===== src/core/timer16_map.svh =====
// timer16_map: offsets, field positions, reset values and counts
// assumes: included by both ends of the timer byte bus
`ifndef TIMER16_MAP_SVH
`define TIMER16_MAP_SVH

// byte locations on the timer bus
`define A_CNT_LO  4'h0
`define A_CNT_HI  4'h1
`define A_CMPA_LO 4'h2
`define A_CAP_LO  4'h8
`define A_CAP_HI  4'h9
`define A_CTRL_A  4'ha
`define A_CTRL_B  4'hb
`define A_FLAGS   4'hc
`define A_MASK    4'hd
`define NUM_CMP   3

// control and flag fields
`define CA_WGM_LSB 0
`define CB_CS_LSB  0
`define CB_WGM_LSB 3
`define FL_OVF     0
`define MK_OVF     0

// clock-select codes
`define CS_STOP  3'h0
`define CS_DIV1  3'h1
`define CS_DIV8  3'h2
`define CS_DIV64 3'h3
`define CS_D256  3'h4
`define CS_D1024 3'h5
`define CS_EXTF  3'h6
`define CS_EXTR  3'h7

// prescaler taps, as powers of two
`define PS_W     10
`define PS_B8    3
`define PS_B64   6
`define PS_B256  8
`define PS_B1024 10

// count limits and reset values
`define TOP_MAX  16'hffff
`define TOP_8    16'h00ff
`define TOP_9    16'h01ff
`define TOP_10   16'h03ff
`define RST_WORD 16'h0000
`define RST_BYTE 8'h00

// controller registers on wishbone, byte addresses
`define H_CMD       4'h0
`define H_DATA      4'h4
`define H_STAT      4'h8
`define CMD_WRITE   8
`define CMD_LO_ONLY 9
`define SEL_WORDS   4'h5
`define SEL_LAST    4'h8
`define STAT_BUSY   0

`endif


===== src/core/timer16_pkg.sv =====
// timer16_pkg: shared types of the timer and its controller
// assumes: compiled before both ends
package timer16_pkg;

	// counting sequence families
	typedef enum logic [1:0] {
		KIND_NORMAL,
		KIND_CTC,
		KIND_FAST,
		KIND_PHASE
	} count_kind_t;

	// controller access sequencer
	typedef enum logic [1:0] {
		S_IDLE,
		S_FIRST,
		S_SECOND,
		S_FETCH
	} seq_state_t;

endpackage


===== src/core/timer16_bus_if.sv =====
// timer16_bus_if: byte-wide register bus between controller and timer
// assumes: both ends on one clock; rdata valid the cycle after rd
`timescale 1ns/10ps

interface timer16_bus_if;
	logic [3:0] addr;
	logic [7:0] wdata;
	logic [7:0] rdata;
	logic       rd;
	logic       wr;

	modport dev  (input addr, input wdata, input rd, input wr,
		output rdata);
	modport host (output addr, output wdata, output rd, output wr,
		input rdata);
endinterface


===== src/core/timer16_dev.sv =====
// timer16_dev: 16-bit up/down timer counter behind a byte register bus
// assumes: single system clock, controller on timer16_bus_if, pins async
//
// Function
// each 16-bit register is two byte locations
// one high-byte latch shared per timer
// low write loads byte plus latch together
// low read copies high byte into latch
// compare reads bypass the shared latch
// writer sends high byte before low byte
// reader takes low byte before high byte
// no other access between the two bytes
// one high write may serve several lows
// counter high location is the latch itself
// three-bit clock select picks tick source
// select zero stops ticks, count holds
// counter clears, increments or decrements per tick
// count, direction, clear in; top, bottom out
// counter accessible whether ticking or not
// bus write beats any count operation
// mode field split over control registers
// overflow flag set per mode, raises request
// bottom 0x0000, max 0xffff, fixed tops
// reset zeroes counter, latch, clock select
//
// The implementer's own choices: the register addresses and the Wishbone slave port.
`timescale 1ns/10ps
`include "timer16_map.svh"

module timer16_dev
	import timer16_pkg::*;
#(
	parameter int CNT_W = 16
) (
	// clock and reset
	input  wire logic             clk_i,
	input  wire logic             rst_i,
	// byte register bus
	timer16_bus_if.dev            bus,
	// external pins
	input  wire logic             ext_clk_pin_i,
	input  wire logic             capture_pin_i,
	// counter state and request
	output logic [CNT_W-1:0]      count_value_o,
	output logic                  top_o,
	output logic                  bottom_o,
	output logic                  overflow_irq_o
);

	// the byte access scheme only serves a 16-bit counter
	if (CNT_W != 16) begin : g_chk
		$error("timer16_dev: CNT_W must be 16");
	end

	logic [CNT_W-1:0]  cnt_q;
	logic [CNT_W-1:0]  cnt_d;
	logic [CNT_W-1:0]  cmp_q [`NUM_CMP];
	logic [CNT_W-1:0]  cap_q;
	logic [CNT_W-1:0]  top_val;
	logic [7:0]        latch_q;
	logic [7:0]        ctrl_a_q;
	logic [7:0]        ctrl_b_q;
	logic [7:0]        mask_q;
	logic [7:0]        rdata_q;
	logic [7:0]        rd_val;
	logic [`PS_W-1:0]  pre_q;
	logic [3:0]        wgm;
	logic [2:0]        cs;
	count_kind_t       kind;
	logic              dir_down_q;
	logic              dir_d;
	logic              ovf_q;
	logic              ovf_evt;
	logic              tick;
	logic              ext_s1_q;
	logic              ext_s2_q;
	logic              ext_s3_q;
	logic              cap_s1_q;
	logic              cap_s2_q;
	logic              cap_s3_q;
	logic              wr_cnt_lo;
	logic              wr_hi;
	logic              at_top;
	logic              at_bot;
	logic              at_max;

	// bus strobes
	assign wr_cnt_lo = bus.wr && (bus.addr == `A_CNT_LO);
	assign wr_hi     = bus.wr && bus.addr[0] && (bus.addr <= `A_CAP_HI);

	// shared high-byte latch
	always_ff @(posedge clk_i) begin
		if (rst_i) begin
			latch_q <= `RST_BYTE;
		end else if (wr_hi) begin
			latch_q <= bus.wdata;
		end else if (bus.rd && bus.addr == `A_CNT_LO) begin
			latch_q <= cnt_q[15:8];
		end else if (bus.rd && bus.addr == `A_CAP_LO) begin
			latch_q <= cap_q[15:8];
		end
	end

	// read data selection, byte locations
	always_comb begin
		rd_val = `RST_BYTE;
		if (bus.addr == `A_CNT_LO) begin
			rd_val = cnt_q[7:0];
		end else if (bus.addr == `A_CNT_HI) begin
			rd_val = latch_q;
		end else if (bus.addr == `A_CMPA_LO) begin
			rd_val = cmp_q[0][7:0];
		end else if (bus.addr == 4'h3) begin
			rd_val = cmp_q[0][15:8];
		end else if (bus.addr == 4'h4) begin
			rd_val = cmp_q[1][7:0];
		end else if (bus.addr == 4'h5) begin
			rd_val = cmp_q[1][15:8];
		end else if (bus.addr == 4'h6) begin
			rd_val = cmp_q[2][7:0];
		end else if (bus.addr == 4'h7) begin
			rd_val = cmp_q[2][15:8];
		end else if (bus.addr == `A_CAP_LO) begin
			rd_val = cap_q[7:0];
		end else if (bus.addr == `A_CAP_HI) begin
			rd_val = latch_q;
		end else if (bus.addr == `A_CTRL_A) begin
			rd_val = ctrl_a_q;
		end else if (bus.addr == `A_CTRL_B) begin
			rd_val = ctrl_b_q;
		end else if (bus.addr == `A_FLAGS) begin
			rd_val = {7'h00, ovf_q};
		end else if (bus.addr == `A_MASK) begin
			rd_val = mask_q;
		end
	end

	// registered read data
	always_ff @(posedge clk_i) begin
		if (rst_i) begin
			rdata_q <= `RST_BYTE;
		end else if (bus.rd) begin
			rdata_q <= rd_val;
		end
	end
	assign bus.rdata = rdata_q;

	// compare values, one per channel
	for (genvar gi = 0; gi < `NUM_CMP; gi++) begin : g_cmp
		always_ff @(posedge clk_i) begin
			if (rst_i) begin
				cmp_q[gi] <= `RST_WORD;
			end else if (bus.wr &&
				bus.addr == 4'(`A_CMPA_LO + 2 * gi)) begin
				cmp_q[gi] <= {latch_q, bus.wdata};
			end
		end
	end

	// control and mask registers
	always_ff @(posedge clk_i) begin
		if (rst_i) begin
			ctrl_a_q <= `RST_BYTE;
			ctrl_b_q <= `RST_BYTE;
			mask_q   <= `RST_BYTE;
		end else if (bus.wr && bus.addr == `A_CTRL_A) begin
			ctrl_a_q <= bus.wdata;
		end else if (bus.wr && bus.addr == `A_CTRL_B) begin
			ctrl_b_q <= bus.wdata;
		end else if (bus.wr && bus.addr == `A_MASK) begin
			mask_q <= bus.wdata;
		end
	end

	// overflow flag: event wins over a write-one clear
	always_ff @(posedge clk_i) begin
		if (rst_i) begin
			ovf_q <= 1'b0;
		end else if (ovf_evt && tick && !wr_cnt_lo) begin
			ovf_q <= 1'b1;
		end else if (bus.wr && bus.addr == `A_FLAGS &&
			bus.wdata[`FL_OVF]) begin
			ovf_q <= 1'b0;
		end
	end
	assign overflow_irq_o = ovf_q && mask_q[`MK_OVF];

	// free prescaler and pin synchronisers
	always_ff @(posedge clk_i) begin
		if (rst_i) begin
			pre_q    <= '0;
			ext_s1_q <= 1'b0;
			ext_s2_q <= 1'b0;
			ext_s3_q <= 1'b0;
			cap_s1_q <= 1'b0;
			cap_s2_q <= 1'b0;
			cap_s3_q <= 1'b0;
		end else begin
			pre_q    <= pre_q + 1'b1;
			ext_s1_q <= ext_clk_pin_i;
			ext_s2_q <= ext_s1_q;
			ext_s3_q <= ext_s2_q;
			cap_s1_q <= capture_pin_i;
			cap_s2_q <= cap_s1_q;
			cap_s3_q <= cap_s2_q;
		end
	end

	// timer tick source selection
	assign cs = ctrl_b_q[`CB_CS_LSB +: 3];
	always_comb begin
		case (cs)
		`CS_STOP:  tick = 1'b0;
		`CS_DIV1:  tick = 1'b1;
		`CS_DIV8:  tick = &pre_q[`PS_B8-1:0];
		`CS_DIV64: tick = &pre_q[`PS_B64-1:0];
		`CS_D256:  tick = &pre_q[`PS_B256-1:0];
		`CS_D1024: tick = &pre_q[`PS_B1024-1:0];
		`CS_EXTF:  tick = ext_s3_q && !ext_s2_q;
		default:   tick = ext_s2_q && !ext_s3_q;
		endcase
	end

	// waveform mode decode into sequence family and top
	assign wgm = {ctrl_b_q[`CB_WGM_LSB +: 2],
		ctrl_a_q[`CA_WGM_LSB +: 2]};
	always_comb begin
		kind    = KIND_NORMAL;
		top_val = `TOP_MAX;
		case (wgm)
		4'h1: begin kind = KIND_PHASE; top_val = `TOP_8; end
		4'h2: begin kind = KIND_PHASE; top_val = `TOP_9; end
		4'h3: begin kind = KIND_PHASE; top_val = `TOP_10; end
		4'h4: begin kind = KIND_CTC; top_val = cmp_q[0]; end
		4'h5: begin kind = KIND_FAST; top_val = `TOP_8; end
		4'h6: begin kind = KIND_FAST; top_val = `TOP_9; end
		4'h7: begin kind = KIND_FAST; top_val = `TOP_10; end
		4'h8, 4'ha: begin kind = KIND_PHASE; top_val = cap_q; end
		4'h9, 4'hb: begin kind = KIND_PHASE; top_val = cmp_q[0]; end
		4'hc: begin kind = KIND_CTC; top_val = cap_q; end
		4'he: begin kind = KIND_FAST; top_val = cap_q; end
		4'hf: begin kind = KIND_FAST; top_val = cmp_q[0]; end
		default: begin kind = KIND_NORMAL; top_val = `TOP_MAX; end
		endcase
	end

	// top and bottom indications
	assign at_top   = (cnt_q == top_val);
	assign at_bot   = (cnt_q == `RST_WORD);
	assign at_max   = (cnt_q == `TOP_MAX);
	assign top_o    = at_top;
	assign bottom_o = at_bot;

	// next count: clear, increment or decrement per family
	always_comb begin
		cnt_d   = cnt_q + 16'h0001;
		dir_d   = dir_down_q;
		ovf_evt = 1'b0;
		case (kind)
		KIND_NORMAL: begin
			ovf_evt = at_max;
		end
		KIND_CTC: begin
			if (at_top) begin
				cnt_d = `RST_WORD;
			end
			ovf_evt = at_max;
		end
		KIND_FAST: begin
			if (at_top) begin
				cnt_d = `RST_WORD;
			end
			ovf_evt = at_top;
		end
		default: begin
			if (dir_down_q && !at_bot) begin
				cnt_d = cnt_q - 16'h0001;
			end else if (dir_down_q) begin
				dir_d   = 1'b0;
				ovf_evt = 1'b1;
			end else if (at_top) begin
				dir_d = 1'b1;
				cnt_d = cnt_q - 16'h0001;
			end
		end
		endcase
	end

	// counter and direction; bus write has priority
	always_ff @(posedge clk_i) begin
		if (rst_i) begin
			cnt_q      <= `RST_WORD;
			dir_down_q <= 1'b0;
		end else if (wr_cnt_lo) begin
			cnt_q <= {latch_q, bus.wdata};
		end else if (tick) begin
			cnt_q      <= cnt_d;
			dir_down_q <= dir_d;
		end
	end
	assign count_value_o = cnt_q;

	// capture value: pin rising edge or bus write
	always_ff @(posedge clk_i) begin
		if (rst_i) begin
			cap_q <= `RST_WORD;
		end else if (bus.wr && bus.addr == `A_CAP_LO) begin
			cap_q <= {latch_q, bus.wdata};
		end else if (cap_s2_q && !cap_s3_q) begin
			cap_q <= cnt_q;
		end
	end

endmodule


===== src/flat_wrapper.sv =====
// flat-port wrapper written by rule: the top's interface ports become plain ports
module timer16_dev_flat import timer16_pkg::*;
#(
	parameter int CNT_W = 16
)
  (clk_i, rst_i, ext_clk_pin_i, capture_pin_i, count_value_o, top_o, bottom_o, overflow_irq_o, bus_addr, bus_wdata, bus_rd, bus_wr, bus_rdata);
  timer16_bus_if bus_i ();
  input  wire logic clk_i;
  input  wire logic rst_i;
  input  wire logic ext_clk_pin_i;
  input  wire logic capture_pin_i;
  output logic [CNT_W-1:0] count_value_o;
  output logic top_o;
  output logic bottom_o;
  output logic overflow_irq_o;
  input wire logic [$bits(bus_i.addr)-1:0] bus_addr;
  input wire logic [$bits(bus_i.wdata)-1:0] bus_wdata;
  input wire logic [$bits(bus_i.rd)-1:0] bus_rd;
  input wire logic [$bits(bus_i.wr)-1:0] bus_wr;
  output wire logic [$bits(bus_i.rdata)-1:0] bus_rdata;
  assign bus_i.addr = bus_addr;
  assign bus_i.wdata = bus_wdata;
  assign bus_i.rd = bus_rd;
  assign bus_i.wr = bus_wr;
  assign bus_rdata = bus_i.rdata;
  timer16_dev #(.CNT_W(CNT_W)) u_core (.clk_i(clk_i), .rst_i(rst_i), .bus(bus_i), .ext_clk_pin_i(ext_clk_pin_i), .capture_pin_i(capture_pin_i), .count_value_o(count_value_o), .top_o(top_o), .bottom_o(bottom_o), .overflow_irq_o(overflow_irq_o));
endmodule

===== config.mk =====
export PLATFORM = sky130hd
export DESIGN_NAME = timer16_dev_flat
export DESIGN_NICKNAME = d
export VERILOG_FILES = /design/src/core/timer16_pkg.sv /design/src/core/timer16_bus_if.sv /design/src/core/timer16_dev.sv /design/src/flat_wrapper.sv
export VERILOG_INCLUDE_DIRS = /design/src /design/src/core
export SDC_FILE = /design/constraint.sdc
export NUM_CORES = 1
export LEC_CHECK = 0
export BUFFER_PORTS_ARGS = -buffer_cell sky130_fd_sc_hd__buf_4
export CORE_ASPECT_RATIO = 1.5
export CORE_MARGIN = 8
export CORE_UTILIZATION = 53
export DETAILED_ROUTE_END_ITERATION = 10
export PLACE_DENSITY_LB_ADDON = 0.05
export SETUP_SLACK_MARGIN = 0.3
export SYNTH_ARGS = -nofsm -noshare
export SYNTH_HDL_FRONTEND = slang
export SYNTH_SLANG_ARGS = --single-unit
export TNS_END_PERCENT = 20

===== constraint.sdc =====
create_clock -name clk_i -period 4 [get_ports clk_i]
set_input_delay 0.8 -clock clk_i [delete_from_list [all_inputs] [get_ports clk_i]]
set_output_delay 0.8 -clock clk_i [all_outputs]
set_load 0.02 [all_outputs]

==> results of run 1 <==
cell usage after synthesis (5+ instances only):
cell | number | area, sq um
buf_1 | 11 | 41.29
nand2b_1 | 5 | 31.28
a211oi_1 | 21 | 157.7
o2bb2ai_1 | 9 | 78.83
edfxtp_1 | 48 | 1441
nor2_1 | 137 | 514.2
xnor2_1 | 14 | 122.6
dfxtp_1 | 90 | 1802
nor2b_1 | 22 | 137.6
clkbuf_1 | 53 | 198.9
nand4_1 | 8 | 50.05
a32oi_1 | 6 | 52.55
and2_1 | 46 | 287.8
o22ai_1 | 17 | 106.4
o211ai_1 | 6 | 45.04
a22oi_1 | 6 | 45.04
ha_1 | 9 | 112.6
nand3_1 | 24 | 120.1
o21ai_1 | 5 | 25.02
o21ai_0 | 61 | 305.3
nor3_1 | 29 | 145.1
a221oi_1 | 12 | 105.1
o31ai_1 | 6 | 45.04
buf_2 | 9 | 45.04
nand2_1 | 61 | 229.0
inv_1 | 28 | 105.1
o21a_1 | 5 | 37.54
mux2i_1 | 65 | 650.6
xor2_1 | 8 | 70.07
o221ai_1 | 5 | 43.79
a21oi_1 | 63 | 315.3
nor4_1 | 10 | 62.56
buf_4 | 7 | 52.55
or3_1 | 9 | 56.30
and3_1 | 6 | 37.54
a31oi_1 | 8 | 50.05
cell type report:
class                      count  share of cell area (%)
sequential                   138                   34.73
inverter                      30                   1.204
clock buffer                  17                   4.548
tap                          203                   2.716
multi-input combinational    742                   49.93
clock inverter                15                   1.659
timing repair buffer          65                   5.217
cells in the final DEF, fill, tap and decap left out, types with 24 or more instances in the layout:
cell type  instances
a21oi_1           63
and2_1            46
buf_4             65
dfxtp_1           86
edfxtp_1          48
inv_1             28
mux2i_1           65
nand2_1           61
nand3_1           24
nor2_1           137
nor3_1            29
o21ai_0           60
logic make-up after synthesis:
group | Yosys count | synth area share, %
compound gates | 264 | 21.08
xor+xnor | 22 | 2.312
fa+ha+maj | 9 | 1.351
buf+inv | 110 | 5.404
flops | 138 | 38.91
mux | 71 | 8.752
simple gates | 376 | 22.19
metal layers:
metal | share of wire (%) | track usage, % | wire length, um | up-vias
met1 | 37 | 33.12 | 10920 | 3850
li1 | - | - | - | 3595
met3 | 7.3 | 4.995 | 2175 | 128
met4 | 7.2 | 20.60 | 2141 | 0
met5 | 0 | 0 | 0 | -
met2 | 49 | 51.92 | 14680 | 478
power by group:
part	switching [W]	leakage (nW)	internal, W
Sequential	0.0000632	1.21	0.00150
Clock	0.000727	0.278	0.000834
Combinational	0.000282	2.03	0.000143
Total	0.00107	3.52	0.00248
per-stage QoR:
step / std cells / setup WS, ns / area (sq um) / utilization [%] / power (W)
floorplan: 990 / 0.7775 / 8334 / - / 0.001839
global placement: 1178 / 0.5527 / 8752 / 56.52 / 0.001999
detailed placement: 1178 / 0.5239 / 8752 / 56.52 / 0.002008
CTS: 1210 / 0.3142 / 9341 / 60.33 / 0.003549
global route: 1210 / 0.3586 / 9353 / 60.40 / 0.003656
finish: 1210 / 0.4797 / 9353 / 60.40 / 0.003549
repair_timing:
| action | CTS | global route |
|---|---|---|
| resized for setup | 3 | 3 |
| hold buffers | 0 | 0 |
| endpoints found under the setup margin | 1 | 3 |
worst paths after layout:
kind / endpoint / slack [ns]
worst max-delay path: top_o / 0.48
worst min-delay path: u_core.ext_s2_q / 0.44
worst max register to register: u_core.count_value_o[2] / 0.65
worst min register to register: u_core.ext_s2_q / 0.44
state kept, by name, indices dropped and copies added, names as in the netlist:
signal and count:
u_core.cmp_q 48, u_core.cap_q 16, u_core.count_value_o 16, u_core.pre_q 10, u_core.bus.rdata 8, u_core.ctrl_a_q 8
u_core.ctrl_b_q 8, u_core.latch_q 8, u_core.mask_q 8, u_core.cap_s1_q 1, u_core.cap_s2_q 1, u_core.cap_s3_q 1
u_core.dir_down_q 1, u_core.ext_s1_q 1, u_core.ext_s2_q 1, u_core.ext_s3_q 1, u_core.ovf_q 1
==> metrics.cfg, run 1 <==
[status]
status=complete, no violations

[setup_path]
r2r_start=u_core.ctrl_a_q[0]
path_cells=buf_4 -> and2b_1 -> a221oi_2 -> and3_1 -> o211ai_1 -> nor4_2 -> nor4bb_4 -> buf_4
path_common_cell=buf_4
cp-start-kind=flop
worstPathArrival_ns=2.72
cp_slowest_cell=dfxtp_2
cp.required_ns=3.20
path_max_fanout=18
worst_path_largest_cell_delay_ns=0.40
crit_family=simple AND/OR/NAND/NOR gates
cp.depth=8
criticalPathCategory=reg2out
crit_buf_inv=2
crit_start=u_core.ctrl_a_q[0]
worstSetupEndpointType=output port
r2r_cells=11

[detailed_routing]
vias=8051
drt-initial-drc-count=831
vias_per_cell=6.654
ant_nets=0
wire_per_inst_um=24.73
dr.pass1.iters=7
routed_wirelength_um=29920
drc=0

[final_layout]
n_fill_cell=1378
antenna_cells=0
fin_nets=1021
syn2layout_area_growth_pct=12.22
layout-drive-gt1-share_pct=12.51
final-seq-area_sq_um=3248
multiInputGateArea_sq_um=4669

[cts]
cts_sinks=138
cts_max_level=4
numCtsBuffers=17
cts_setup_buffers=0
clockRootBuffer=clkbuf_16
clk_latency_ns=0.43
tritoncts=done
clock_path_buffers=2
cts.clk_slew.worst_paths_ns=0.07

[min_path]
min_path_cells=1
min-delay-start=u_core.ext_s1_q
hp-class=reg2reg

[timing]
final_hold_viol_count=0
min_period_ns=3.520
skew_ns=0.009372
min_period_over_period_pct=88.01
fmax_ghz=0.2841
drv_slew=0
tightestPinTransition_ns=1.256
slew_headroom_pct=15.86
setup_violations=0
rsz0062_at_grt=no
timing.hold.ws_ns=0.4409
fin_setup_tns_ns=0

[floorplanning]
initial_core_util_pct=53.82
die_w_um=118.4
die_h_um=169.6
floorplan.rows=56
core_sq_um=15480
ioPinCount=45
die_area_sq_um=20080

[synth]
synth_area_sq_um=8334
synth_fp_nets=1017
syn_avg_cell_area_sq_um=8.418
ys_seq_elements=138
synth_ff_type=dfxtp_1
async_flop_share_pct=0
yosysSeqAreaShare_pct=38.91
ys_types=78
synth-edff-count=48
yosysWarnings=0
synthCells=990

[global_route]
grt_pass1_wl_um=46170
grt.overflow.total=0
first_global_vias=7880
grt_max_degree=53
grt.total_usage_pct=29.96
antenna_found_initial=0

[pwr]
peakVddDrop_mv=0.3866
p_leak_nw=3.524
power_density_nw_per_um2=379.5

[place]
place.port_buffers=44
dp_hpwl_um=21520
place.gp.congestion=0.9684

[job]
drv_cap=0

(Power assumes the default switching activity.)
==> inputs of run 2 (changes only) <==
--- a/config.mk
+++ b/config.mk
@@ -6,7 +6,7 @@
 export SDC_FILE = /design/constraint.sdc
 export NUM_CORES = 1
 export LEC_CHECK = 0
-export BUFFER_PORTS_ARGS = -buffer_cell sky130_fd_sc_hd__buf_4
+export BUFFER_PORTS_ARGS = -buffer_cell sky130_fd_sc_hd__buf_2
 export CORE_ASPECT_RATIO = 1.5
 export CORE_MARGIN = 8
 export CORE_UTILIZATION = 53
==> run 2 against run 1 <==
  * Critical path depth is 1 lower
  * Maximum frequency down 2.8%
  * Non-clock buffer count rose by 10
  * Sequential power is essentially flat
  * Power is 0.23% higher
  * Clock power about the same
  * Setup slack lost 0.10 ns
  * Critical path type unchanged
  * Sequential share of layout area up 0.16 points
  * Via count down 2.1%
  * Sequential cell count is the same
==> metrics.cfg, run 2 (same netlist as run 1, synthesis figures left out) <==
[global_route]
grt_max_degree=56
use_met1_pct=32.40
busiest_layer=met2
antenna_found_initial=0
met2_usage_pct=48.18
grt.total_usage_pct=28.54
met3_usage_pct=5.162
grt_pass1_wl_um=44300
grt.overflow.total=0
first_global_vias=7580

[detailed_routing]
vias_per_cell=6.463
ant_nets=0
wire_per_inst_um=23.54
drc=0
routed_wirelength_um=28720
vias=7885
drt-initial-drc-count=912
dr.pass1.iters=6

[cts]
tritoncts=done
cts_max_level=4
cts.clk_slew.worst_paths_ns=0.06
numCtsBuffers=17
clockRootBuffer=clkbuf_16
clock_path_buffers=2
clk_latency_ns=0.43
cts_setup_buffers=0
cts_sinks=138

[setup_path]
r2r_start=u_core.ctrl_a_q[0]
rrSetupSlack_ns=0.63
criticalPathCategory=reg2out
crit_start=u_core.ctrl_a_q[0]
r2r_cells=10
worstPathArrival_ns=2.82
cp.required_ns=3.20
path_max_fanout=17
cp-start-kind=flop
worstSetupEndpointType=output port
r2r_end=u_core.count_value_o[12]
critPathCapture=top_o

[timing]
tightestPinTransition_ns=1.172
rsz0062_at_grt=yes
min_period_ns=3.622
setup_violations=0
slew_headroom_pct=21.24
final_hold_viol_count=0
timing.hold.ws_ns=0.4435
drv_slew=0
fin_setup_tns_ns=0
fmax_ghz=0.2761
skew_ns=0.01140
min_period_over_period_pct=90.55

[final_layout]
final_cell_mix=nor2_1, dfxtp_1, mux2i_1, a21oi_1, nand2_1
largest_reg_flops=48
antenna_cells=0
layout_commonest_cell=nor2_1
layout-drive-gt1-share_pct=13.27
fin_nets=1031
final_util_pct=60.16
syn2layout_area_growth_pct=11.79
largest-register=u_core.cmp_q

[floorplanning]
ioPinCount=45
die_area_sq_um=20080
core_sq_um=15480
die_h_um=169.6
initial_core_util_pct=53.82
floorplan.rows=56
die_w_um=118.4

[pwr]
power_density_nw_per_um2=381.9
p_leak_nw=3.547
peakVddDrop_mv=0.2762

[place]
dp_hpwl_um=20430
place.gp.congestion=0.9710
place.port_buffers=44

[status]
status=complete, no violations

[min_path]
min-delay-start=u_core.ext_s1_q
hp-class=reg2reg

[job]
drv_cap=0

[run 2: cell count changes in the layout (fill, tap and decap cells not counted), moves of 2 or more]
cell	change
inv_8	-4
buf_4	-33
clkinv_2	+2
clkinv_8	-2
buf_2	+43
[run 2: routing by layer]
layer | wire [um] | part of all wire [%] | up-vias
met1 | 10790 | 38 | 3734
met5 | 0 | 0 | -
li1 | - | - | 3627
met2 | 13970 | 49 | 426
met3 | 2109 | 7.3 | 98
met4 | 1857 | 6.5 | 0
[run 2: layout make-up]
| type | count | area, sq um |
|---|---|---|
| fillers | 1435 | 6168 |
| multi-input cells | 742 | 4661 |
| flip-flops and latches | 138 | 3251 |
| repair buffers | 75 | 455.4 |
| clock buffers | 19 | 454.2 |
| well taps | 203 | 254.0 |
| clock inverters | 13 | 128.9 |
| inverters | 30 | 112.6 |
[run 2: worst max-delay path, stage by stage, from the launching register on]
cell	delay [ns]
dfxtp_2	0.40
or3_1	0.53
a21oi_1	0.19
or3_1	0.13
o211ai_1	0.13
nor4_2	0.39
nor4bb_2	0.38
buf_2	0.24
[run 2: power breakdown]
group | total [W] | switching (W) | internal [W]
Sequential | 0.00156 | 0.0000577 | 0.00150
Clock | 0.00159 | 0.000679 | 0.000910
Combinational | 0.000411 | 0.000276 | 0.000135
Total | 0.00356 | 0.00101 | 0.00255
[run 2: worst min path at each step]
| stage | endpoint | slack [ns] | cells past startpoint |
|---|---|---|---|
| global route | u_core.ext_s2_q | 0.46 | 1 |
| detailed placement | u_core.cap_s2_q | 0.43 | 1 |
| global placement | u_core.cap_s2_q | 0.42 | 1 |
| floorplan | u_core.cap_s2_q | 0.41 | 1 |
| finish | u_core.ext_s2_q | 0.44 | 1 |
| CTS | u_core.ext_s2_q | 0.45 | 1 |
[run 2: through the flow]
step           instance area (sq um)  std cells  power (W)  setup WS [ns]
2_1_floorplan                   8334        990   0.001839         0.7775
3_3_place_gp                    8720       1188   0.001988         0.5577
3_5_place_dp                    8720       1188   0.001989         0.4866
4_1_cts                         9311       1220   0.003562         0.3325
5_1_grt                         9316       1220   0.003662         0.2983
6_report                        9316       1220   0.003558         0.3778
[run 2: timing repair]
item,4_1_cts,5_1_grt
endpoints found under the hold margin,0,0
gates resized for setup,3,3
hold buffers,0,0
pin swaps,0,0
endpoints found under the setup margin,1,2
==> inputs of run 3 (changes only) <==
--- a/config.mk
+++ b/config.mk
@@ -11,6 +11,7 @@
 export CORE_MARGIN = 8
 export CORE_UTILIZATION = 53
 export DETAILED_ROUTE_END_ITERATION = 10
+export MAX_ROUTING_LAYER = met4
 export PLACE_DENSITY_LB_ADDON = 0.05
 export SETUP_SLACK_MARGIN = 0.3
 export SYNTH_ARGS = -nofsm -noshare
==> run 3 against run 2 <==
  * Sequential share of layout area is 0.22 points lower
  * Largest cell class unchanged
  * Count of clock-buffer cells in the layout is 1 higher
  * Largest power group unchanged
  * Core utilization is 0.34 points higher
  * Sequential cell count stayed put
  * Critical path type unchanged
  * Design area is 0.56% higher
==> metrics.cfg, run 3 (same netlist as run 1, synthesis figures left out) <==
[job]
drv_cap=0

[global_route]
grt_max_degree=76
first_global_vias=7588
antenna_found_initial=0
grt_pass1_wl_um=44270
grt.total_usage_pct=29.51
grt.overflow.total=0

[place]
place.port_buffers=44
place.gp.congestion=0.9514
dp_hpwl_um=20780

[setup_path]
worstPathArrival_ns=2.66
criticalPathCategory=reg2out
path_cells=or3_1 -> a21oi_1 -> or3_1 -> o211ai_1 -> nor4_2 -> nor4bb_4 -> buf_2
cp-start-kind=flop
worstSetupEndpointType=output port
crit_buf_inv=1
crit_family=simple AND/OR/NAND/NOR gates
worst_path_largest_cell_delay_ns=0.52
cp.required_ns=3.20
path_max_fanout=18
cp_slowest_cell=or3_1
path_common_cell=or3_1

[detailed_routing]
routed_wirelength_um=29050
ant_nets=0
drc=0
vias_per_cell=6.445
dr.pass1.iters=6
drt-initial-drc-count=786
wire_per_inst_um=23.75
vias=7882

[timing]
fin_setup_tns_ns=0
min_period_over_period_pct=86.61
rsz0062_at_grt=no
tightestPinTransition_ns=1.215
fmax_ghz=0.2887
setup_violations=0
final_hold_viol_count=0
min_period_ns=3.464
slew_headroom_pct=18.36
drv_slew=0
skew_ns=0.007666

[floorplanning]
core_sq_um=15480
die_h_um=169.6
die_w_um=118.4
floorplan.rows=56
ioPinCount=45
initial_core_util_pct=53.82
die_area_sq_um=20080

[cts]
cts_max_level=4
cts.clk_slew.worst_paths_ns=0.06
cts_sinks=138
hold_buffers=0
clk_latency_ns=0.43
clockRootBuffer=clkbuf_16
tritoncts=done
numCtsBuffers=17
clock_path_buffers=2

[pwr]
internal-power_w=0.002590
p_seq_share_pct=43.3
pwr-share-comb_pct=11.5
power_switching_w=0.001011
power_frac_clock_pct=45.2
power_density_nw_per_um2=384.4
power_w=0.003601
p_leak_nw=3.599
power_switching_share_pct=28.07
peakVddDrop_mv=0.3247

[final_layout]
fin_nets=1034
layout_commonest_cell=nor2_1
largest_reg_flops=48
syn2layout_area_growth_pct=12.42
antenna_cells=0
n_fill_cell=1454
final_cell_mix=nor2_1, dfxtp_1, mux2i_1, a21oi_1, nand2_1
largest-register=u_core.cmp_q
layout-drive-gt1-share_pct=13.63

[status]
status=complete, no violations

[min_path]
hp-class=reg2reg

-- run 3: changes by cell type in the layout (fill, tap and decap cells not counted), sizes merged --
cell      change
buf           +3
clkbuf        +1
clkinv        +3
clkinvlp      -1
inv           -3
-- run 3: path summary, 6_finish.rpt --
path                                start                 endpoint  slack (ns)  cells past startpoint
setup / recovery       u_core.ctrl_a_q[0]                    top_o        0.54                      7
hold reg to reg           u_core.cap_s1_q          u_core.cap_s2_q        0.43                      1
hold / removal            u_core.cap_s1_q          u_core.cap_s2_q        0.43                      1
setup reg to reg  u_core.count_value_o[3]  u_core.count_value_o[5]        0.66                     11
-- run 3: through the flow --
stage	std cells	worst slack, ns	util (%)	hold slack [ns]	area (sq um)
floorplan	990	0.7775	-	0.4138	8334
global placement	1191	0.5110	56.46	0.4169	8742
detailed placement	1191	0.4753	56.46	0.4223	8742
CTS	1223	0.3321	60.42	0.4370	9356
global route	1223	0.3755	60.50	0.4465	9369
finish	1223	0.5357	60.50	0.4338	9369
-- run 3: cell type report --
type,count,area (sq um),share of cell area (%)
Clock buffer,20,480.5,5.128
Clock inverter,12,126.4,1.349
Inverter,30,112.6,1.202
Multi-Input combinational cell,742,4669,49.84
Sequential cell,138,3248,34.67
Tap cell,203,254.0,2.711
Timing Repair Buffer,78,478.0,5.101
-- run 3: worst reg2reg max path: stages, from the launching register on --
cell and delay (ns):
dfxtp_1 0.67, clkinv_1 0.45, o22ai_1 0.29, nor4_1 0.07
o31ai_1 0.19, a211oi_1 0.08, and4bb_1 0.31, buf_4 0.23
a21oi_1 0.41, o22ai_1 0.19, o21ai_0 0.20, a211oi_1 0.09
-- run 3: repair_timing --
action | CTS | global route
gates resized for setup | 2 | 4
buffers inserted | 0 | 0
cloned | 0 | 0
endpoints found under the setup margin | 1 | 1
-- run 3: power by group through the flow --
stage / logic (W) / clock network, W / registers, W
6_report: 0.000415 / 0.00163 / 0.00156
5_1_grt: 0.000446 / 0.00170 / 0.00156
4_1_cts: 0.000410 / 0.00164 / 0.00156
3_5_place_dp: 0.000408 / 0 / 0.00159
3_3_place_gp: 0.000407 / 0 / 0.00159
2_1_floorplan: 0.000270 / 0 / 0.00157
-- run 3: per-layer routing --
layer | routed length, um | vias to the layer above | global-route usage (%)
met5 | 0 | - | -
met4 | 2108 | 0 | 20.76
met3 | 2027 | 123 | 5.062
met2 | 14130 | 404 | 49.54
met1 | 10780 | 3713 | 31.25
li1 | - | 3642 | -
